===== config.mk =====
export PLATFORM = sky130hd
export DESIGN_NAME = peripheral_interrupt_expander
export DESIGN_NICKNAME = d
export VERILOG_FILES = /design/src/irq_expander_pkg.sv /design/src/peripheral_interrupt_expander.sv
export SDC_FILE = /design/constraint.sdc
export NUM_CORES = 2
export LEC_CHECK = 0
export BUFFER_PORTS_ARGS = -buffer_cell sky130_fd_sc_hd__buf_2
export CAP_MARGIN = 10
export CELL_PAD_IN_SITES_DETAIL_PLACEMENT = 1
export CELL_PAD_IN_SITES_GLOBAL_PLACEMENT = 1
export CORE_ASPECT_RATIO = 1.1
export CORE_MARGIN = 5
export CORE_UTILIZATION = 49
export CTS_CLUSTER_DIAMETER = 200
export DETAILED_ROUTE_END_ITERATION = 8
export GPL_ROUTABILITY_DRIVEN = 0
export HOLD_SLACK_MARGIN = 0.03
export PLACE_DENSITY_LB_ADDON = 0.1
export SYNTH_ARGS = -nofsm -noshare
export SYNTH_HDL_FRONTEND = slang
export SYNTH_SLANG_ARGS = --single-unit

===== constraint.sdc =====
create_clock -name mclk -period 2.9 [get_ports mclk]
set_input_delay 0.145 -clock mclk [delete_from_list [all_inputs] [get_ports mclk]]
set_output_delay 0.145 -clock mclk [all_outputs]
set_load 0.05 [all_outputs]

===== src/irq_expander_pkg.sv =====
// Constants, types and helpers for the peripheral interrupt expander
// How it works
// - The 96 slots form twelve groups of eight, each drives one CPU line and holds 8 pending.
// - Every slot has its own enable so each source is masked or passed on its own.
// - Each slot has its own writable vector, and a service takes eight clocks to supply it.
// - Only 72 slots carry peripheral sources and the reserved ones are never driven by hardware.
// - Each of the six DMA channels owns a slot for its transfer start or done event.
// - Each DMA channel picks its trigger separately, and only channel 1 may take high priority.
// - Uncorrectable memory errors go to the non-maskable path and start its watchdog.
// - Correctable memory errors become ordinary maskable slot requests.
// - 32 handshake channels can be polled, and four also interrupt both this and the other CPU.
// - Each of eight converter interrupts is the AND of the matching outputs of both converters.
// - All eight combined converter interrupts reach the slots, only four reach the DMA.
package irq_expander_pkg;
  localparam int unsigned NUM_GROUPS  = 12;
  localparam int unsigned GROUP_SIZE  = 8;
  localparam int unsigned NUM_SLOTS   = 96;
  localparam int unsigned SLOT_AW     = 7;
  localparam int unsigned GROUP_AW    = 4;
  localparam int unsigned VECTOR_W    = 32;
  localparam int unsigned NUM_DMA     = 6;
  localparam int unsigned NUM_IPC     = 32;
  localparam int unsigned NUM_IPC_IRQ = 4;
  localparam int unsigned NUM_CONV    = 8;
  localparam int unsigned NUM_CONV_DMA = 4;
  // Slots wired to a peripheral, group 1 in the low byte
  localparam logic [95:0] USED_MASK   = 96'hfb0fff0303fff3c7ffffffdb;
  localparam int unsigned DMA_BASE    = 48;
  localparam int unsigned CONV_BASE   = 72;
  localparam int unsigned IPC_BASE    = 80;
  localparam int unsigned MISC_BASE   = 88;
  localparam int unsigned RAM_SINGLE_SLOT = 91;
  localparam int unsigned SERVICE_CYCLES = 8;
  localparam logic [3:0]  SERVICE_LAST = 4'h7;

  typedef enum logic [1:0] {
    SVC_IDLE  = 2'b00,
    SVC_FETCH = 2'b01,
    SVC_DONE  = 2'b11
  } svc_state_t;

  // Lowest pending slot of a group wins
  function automatic logic [3:0] first_slot(input logic [7:0] pend);
    logic [3:0] r;
    r = 4'h8;
    for (int i = 7; i >= 0; i--) begin
      if (pend[i]) begin
        r = 4'(i);
      end
    end
    return r;
  endfunction
endpackage


===== src/peripheral_interrupt_expander.sv =====
// Peripheral interrupt expander: slot flags, enables, group lines, vector fetch and routing
`timescale 1ns/1ps
module peripheral_interrupt_expander
  import irq_expander_pkg::*;
(
  input  wire logic                                   mclk,
  input  wire logic                                   rst_b,
  input  wire logic [irq_expander_pkg::NUM_SLOTS-1:0] periph_irq,
  input  wire logic [irq_expander_pkg::NUM_SLOTS-1:0] slot_enable,
  input  wire logic [irq_expander_pkg::NUM_DMA-1:0]   dma_channel_irq,
  input  wire logic                                   pwm_irq_eleven,
  input  wire logic                                   pwm_irq_twelve,
  input  wire logic [irq_expander_pkg::NUM_CONV-1:0]  conv_one_eoc,
  input  wire logic [irq_expander_pkg::NUM_CONV-1:0]  conv_two_eoc,
  input  wire logic [irq_expander_pkg::NUM_IPC-1:0]   ipc_handshake,
  input  wire logic                                   external_irq_three,
  input  wire logic                                   flash_single_error_irq,
  input  wire logic                                   ram_single_error_irq,
  input  wire logic                                   ram_access_violation_irq,
  input  wire logic                                   ext_bus_interface_irq,
  input  wire logic                                   fpu_overflow_flag,
  input  wire logic                                   fpu_underflow_flag,
  input  wire logic                                   mem_uncorrectable_error,
  input  wire logic [11:0]                            dma_trig_sel,
  input  wire logic                                   dma_ch1_high_req,
  input  wire logic                                   flag_wr_en,
  input  wire logic [irq_expander_pkg::GROUP_AW-1:0]  flag_wr_group,
  input  wire logic [7:0]                             flag_wr_data,
  input  wire logic                                   vec_wr_en,
  input  wire logic [irq_expander_pkg::SLOT_AW-1:0]   vec_wr_addr,
  input  wire logic [irq_expander_pkg::VECTOR_W-1:0]  vec_wr_data,
  input  wire logic                                   cpu_ack,
  input  wire logic [irq_expander_pkg::GROUP_AW-1:0]  cpu_ack_group,
  output logic [irq_expander_pkg::NUM_GROUPS-1:0]     cpu_int_q,
  output logic [irq_expander_pkg::NUM_SLOTS-1:0]      group_flag_register_q,
  output logic                                        vector_valid_q,
  output logic [irq_expander_pkg::VECTOR_W-1:0]       vector_q,
  output logic [irq_expander_pkg::SLOT_AW-1:0]        vector_slot_q,
  output logic [irq_expander_pkg::NUM_IPC-1:0]        ipc_status_q,
  output logic [irq_expander_pkg::NUM_IPC_IRQ-1:0]    other_cpu_irq_q,
  output logic [irq_expander_pkg::NUM_CONV_DMA-1:0]   conv_dma_trig_q,
  output logic [irq_expander_pkg::NUM_DMA-1:0]        dma_trigger_q,
  output logic                                        dma_ch1_high_q,
  output logic                                        nmi_req_q,
  output logic                                        nmi_wdog_start_q
);
  import irq_expander_pkg::*;

  logic [NUM_SLOTS-1:0] src;
  logic [NUM_SLOTS-1:0] src_q;
  logic [NUM_SLOTS-1:0] rise;
  logic [NUM_SLOTS-1:0] flag_d;
  logic [NUM_SLOTS-1:0] pend;
  logic [NUM_CONV-1:0]  conv_irq;
  logic [VECTOR_W-1:0]  vec_mem [NUM_SLOTS];
  svc_state_t           state_q;
  svc_state_t           state_d;
  logic [3:0]           cnt_q;
  logic [SLOT_AW-1:0]   svc_slot_q;
  logic [3:0]           pick;
  logic                 svc_start;
  logic                 uncorr_q;

  assign conv_irq = conv_one_eoc & conv_two_eoc;

  always_comb begin
    src = periph_irq & USED_MASK;
    src[DMA_BASE +: 8] = {pwm_irq_eleven, pwm_irq_twelve, dma_channel_irq};
    src[CONV_BASE +: 8] = conv_irq;
    src[IPC_BASE +: 8] = {4'h0, ipc_handshake[NUM_IPC_IRQ-1:0]};
    src[MISC_BASE +: 8] = {fpu_underflow_flag, fpu_overflow_flag, ext_bus_interface_irq,
                           ram_access_violation_irq, ram_single_error_irq, 1'b0,
                           flash_single_error_irq, external_irq_three};
  end

  assign rise = src & ~src_q;
  assign pend = group_flag_register_q & slot_enable;
  assign pick = first_slot(pend[cpu_ack_group*8 +: 8]);
  assign svc_start = (state_q == SVC_IDLE) && cpu_ack && (cpu_ack_group < 4'(NUM_GROUPS))
                     && (pick != 4'h8);

  always_ff @(posedge mclk or negedge rst_b) begin
    if (!rst_b) begin
      src_q <= '0;
    end else begin
      src_q <= src;
    end
  end

  always_comb begin
    flag_d = group_flag_register_q;
    if (flag_wr_en && (flag_wr_group < 4'(NUM_GROUPS))) begin
      flag_d[flag_wr_group*8 +: 8] = flag_wr_data;
    end
    if (svc_start) begin
      flag_d[cpu_ack_group*8 + 32'(pick)] = 1'b0;
    end
    // new events win over any clear
    flag_d = flag_d | rise;
  end

  always_ff @(posedge mclk or negedge rst_b) begin
    if (!rst_b) begin
      group_flag_register_q <= '0;
    end else begin
      group_flag_register_q <= flag_d;
    end
  end

  always_ff @(posedge mclk or negedge rst_b) begin
    if (!rst_b) begin
      cpu_int_q <= '0;
    end else begin
      for (int g = 0; g < NUM_GROUPS; g++) begin
        cpu_int_q[g] <= |pend[g*8 +: 8];
      end
    end
  end

  always_ff @(posedge mclk) begin
    if (vec_wr_en && (vec_wr_addr < 7'(NUM_SLOTS))) begin
      vec_mem[vec_wr_addr] <= vec_wr_data;
    end
  end

  always_comb begin
    state_d = state_q;
    case (state_q)
      SVC_IDLE: begin
        if (svc_start) begin
          state_d = SVC_FETCH;
        end
      end
      SVC_FETCH: begin
        if (cnt_q == SERVICE_LAST - 4'h1) begin
          state_d = SVC_DONE;
        end
      end
      SVC_DONE: state_d = SVC_IDLE;
      default: state_d = SVC_IDLE;
    endcase
  end

  always_ff @(posedge mclk or negedge rst_b) begin
    if (!rst_b) begin
      state_q <= SVC_IDLE;
      cnt_q <= 4'h0;
      svc_slot_q <= 7'h00;
    end else begin
      state_q <= state_d;
      if (svc_start) begin
        cnt_q <= 4'h0;
        svc_slot_q <= 7'(cpu_ack_group * 8) + 7'(pick);
      end else if (state_q == SVC_FETCH) begin
        cnt_q <= cnt_q + 4'h1;
      end
    end
  end

  // Vector leaves on the eighth edge after the acknowledge
  always_ff @(posedge mclk or negedge rst_b) begin
    if (!rst_b) begin
      vector_valid_q <= 1'b0;
      vector_q <= '0;
      vector_slot_q <= 7'h00;
    end else begin
      vector_valid_q <= (state_q == SVC_FETCH) && (cnt_q == SERVICE_LAST - 4'h1);
      if ((state_q == SVC_FETCH) && (cnt_q == SERVICE_LAST - 4'h1)) begin
        vector_q <= vec_mem[svc_slot_q];
        vector_slot_q <= svc_slot_q;
      end
    end
  end

  // polled channels and other CPU lines
  always_ff @(posedge mclk or negedge rst_b) begin
    if (!rst_b) begin
      ipc_status_q <= '0;
      other_cpu_irq_q <= '0;
    end else begin
      ipc_status_q <= ipc_handshake;
      other_cpu_irq_q <= ipc_handshake[NUM_IPC_IRQ-1:0];
    end
  end

  always_ff @(posedge mclk or negedge rst_b) begin
    if (!rst_b) begin
      conv_dma_trig_q <= '0;
      dma_trigger_q <= '0;
      dma_ch1_high_q <= 1'b0;
    end else begin
      conv_dma_trig_q <= conv_irq[NUM_CONV_DMA-1:0];
      for (int c = 0; c < NUM_DMA; c++) begin
        dma_trigger_q[c] <= conv_irq[dma_trig_sel[c*2 +: 2]];
      end
      dma_ch1_high_q <= dma_ch1_high_req;
    end
  end

  always_ff @(posedge mclk or negedge rst_b) begin
    if (!rst_b) begin
      uncorr_q <= 1'b0;
      nmi_req_q <= 1'b0;
      nmi_wdog_start_q <= 1'b0;
    end else begin
      uncorr_q <= mem_uncorrectable_error;
      nmi_req_q <= mem_uncorrectable_error;
      nmi_wdog_start_q <= mem_uncorrectable_error && !uncorr_q;
    end
  end
endmodule

==> summary.txt <==
Detailed routing
  – Post-route ant nets: 0
  – Via/cell ratio: 6.345
  – Average wire per standard cell: 37.41 um
  – DR vias: 71740
  – Initial DRT Pass Iterations: 8
  – Residual DRC count: 0
  – Routed Wire Length: 423000 um
  – 1st-iter DRT viols: 9141

Clocking
  – Root Buffer: clkbuf_16
  – H-tree levels: 5
  – Clock slew seen by the registers of the worst setup and hold paths: 0.07 ns
  – CTS tree: yes
  – Max Root-Sink Buffers: 4
  – Num CTS Buffers: 338
  – Num Clock Sinks: 3342
  – Clk_lat worst skew: 0.86 ns

Cells and area
  – Final nets: 7870
  – Final instance area: 160900 sq um
  – Leading cell types in the layout, fill and taps excluded: 3072 x edfxtp_1, 931 x mux4_2, 610 x buf_4
  – Commonest non-fill, non-tap cell in the layout: edfxtp_1
  – Fraction of final layout cells sized beyond drive strength 1: 41.98%
  – Area Overhead vs Synth: 24.89%
  – Finished Layout Cells: 11310

STA
  – Final setup fails: 129
  – Minimum clock period: 3.321 ns
  – WHS: 0.08975 ns
  – Tcrit/Tclk final: 114.5%
  – Worst-Margin Slew: 1.428 ns
  – F_max: 301.1 MHz
  – Clk_skew: 0.03717 ns
  – Relative slew slack: 4.418%
  – Max-slew violations: 0
  – Final hold vios: 0
  – Unrepaired setup endpoints after global routing: true
  – Post-route setup slack: -0.4213 ns

Placed design
  – Place WS: -0.4639 ns
  – DP HPWL: 248200 um
  – I/O Buffers: 474
  – Placed cells: 10210
  – Placed instance area: 142700 sq um

Setup path
  – Critical Path AT: 4.05 ns
  – Critical Path Start Type: flip-flop
  – Worst Setup Path Type: flip-flop to flip-flop
  – CP endpoint kind: flip-flop
  – Worst path required time: 3.63 ns
  – CP Max Fanout: 6

Synthesis
  – Register bit count reported by yosys: 3342
  – Top post-synthesis cells by area: edfxtp_1 72%, mux4_2 16%, dfrtp_1 5.2%, mux2i_1 0.94%, nand2_1 0.61%
  – Avg Cell Area, Syn: 22.05 sq um
  – Netlist cell types: 67
  – Post-synth top area share: 71.60%
  – EDFF count, synth: 3072
  – Area leader, netlist: edfxtp_1
  – Synth warnings: 0
  – Synth Instances: 5842
  – FFs w/ async S/R, synth: 8.079%
  – Sequential-to-total area share from yosys stat: 76.84%
  – Syn Nets: 6177
  – Post-Syn Area: 128800 sq um
  – Top_reg_cell synth: edfxtp_1

Die
  – Total core area: 261800 sq um
  – Die area: 273300 sq um
  – Starting density of the core: 49.22%
  – Die Wd: 498.9 um
  – Chip height: 547.8 um
  – IO Count: 526
  – # rows: 197

GRT
  – Initial antenna violation count: 37
  – First-pass GRT wire length: 586200 um
  – Largest net degree at the start of global routing: 97
  – Grt ovf: 0
  – Total GRT Usage: 30.30%
  – Vias in the first global route: 74620

Flow run
  – Max-cap viol count: 0

Power and ir drop
  – P_leak: 53.50 nW
  – VDD IR max: 478.9 uV
  – Pwr dens: 894.9 nW/um^2
  – Tot Pwr: 0.1440 W

Hold path
  – Hold Path Class: primary input to flip-flop

Status
  – Outcome: finished, violations left
  – Failing checks: negative setup slack
==> final timing paths <==
check / startpoint / end / slack, ns / depth (start not counted)
max: group_flag_register_q[4]$_DFF_PN0_ / group_flag_register_q[89]$_DFF_PN0_ / -0.42 / 14
min: periph_irq[10] / group_flag_register_q[10]$_DFF_PN0_ / 0.09 / 4
max reg2reg: group_flag_register_q[4]$_DFF_PN0_ / group_flag_register_q[89]$_DFF_PN0_ / -0.42 / 14
min reg2reg: src_q[18]$_DFF_PN0_ / group_flag_register_q[18]$_DFF_PN0_ / 0.42 / 1
max in group asynchronous: rst_b / group_flag_register_q[18]$_DFF_PN0_ / 1.80 / 4
min in group asynchronous: rst_b / vector_valid_q$_DFF_PN0_ / 0.56 / 4
==> per-stage QoR <==
| stage | util [%] | TNS [ns] |
|---|---|---|
| after global placement | 54.50 | -32.72 |
| final | 61.47 | -25.39 |
| after CTS | 60.66 | -6.285 |
| after detailed placement | 54.50 | -35.76 |
| after floorplan | - | -6.755 |
| after global routing | 61.46 | -26.38 |
==> cell usage after synthesis (all sizes together), types with 5 or more instances <==
library cell	n
a21oi	68
a221o	15
a22o	8
a22oi	51
a31oi	13
and3	6
buf	176
clkbuf	135
dfrtp	270
edfxtp	3072
ha	6
inv	86
mux2	54
mux2i	121
mux4	931
nand2	209
nand2b	21
nand3	62
nand4	22
nor2	197
nor2b	17
nor3	25
nor4	20
o211ai	5
o21ai	76
o221ai	18
o22ai	86
o31ai	8
or2	9
or3	8
==> metal layers <==
layer  up-vias  track usage [%]  wire (um)
li1      27960                -          -
met1     39100            41.44     163200
met2      3831            49.82     208000
met3       846            5.138      33580
met4        10            10.88      18110
met5         -                0         63
==> flip-flops by register name, indices dropped and copies added (netlist names) <==
name                   flops
ipc_status_q              29
vector_q                  32
other_cpu_irq_q            3
uncorr_q                   1
src_q                     65
state_q                    2
group_flag_register_q     96
cpu_int_q                 12
conv_dma_trig_q            3
cnt_q                      4
nmi_wdog_start_q           1
dma_trigger_q              6
vec_mem                 3072
dma_ch1_high_q             1
vector_valid_q             1
svc_slot_q                 7
vector_slot_q              7
==> critical path, stage by stage, from the launching register on <==
cell and delay [ns]:
dfrtp_1 0.39, nand2_1 0.13, o21ai_0 0.22, a22oi_1 0.30, a32o_2 0.20, nand2_2 0.09, nor4_4 0.26, ha_2 0.29
nand3_4 0.11, xnor2_4 0.30, and3_4 0.31, buf_12 0.12, nand2_8 0.10, o221ai_4 0.19, o21ai_1 0.17
==> report_power, final <==
part           total (W)  internal [W]  switching (W)
clock network     0.0432        0.0247         0.0184
registers         0.0542        0.0533       0.000892
logic             0.0466        0.0224         0.0242
total              0.144         0.100         0.0435
==> final cells by class <==
type,instances,area (sq um)
inverter,87,329.1
fill,21660,100900
sequential,3342,99110
clock inverter,181,1752
antenna,22,55.05
clock buffer,427,9009
multi-input combinational,2102,30610
tap,3482,4357
timing repair buffer,1664,15680
==> cells by family after synthesis <==
family,synth area share [%]
DFF,76.84
adders and majority gates,0.05827
xor gates and xnor gates,0.03400
buffers and inverters,1.334
AOI/OAI and AO/OA,1.848
and+or+nand+nor,2.196
muxes,17.69
==> what timing repair did <==
action,CTS,global route
resized for setup,327,239
setup buffers,71,64
gates cloned,13,21
hold buffers,306,0
endpoints found under the hold margin,2217,0
setup endpoints to repair,126,130
pin swaps,70,81
(Power assumes the default switching activity.)
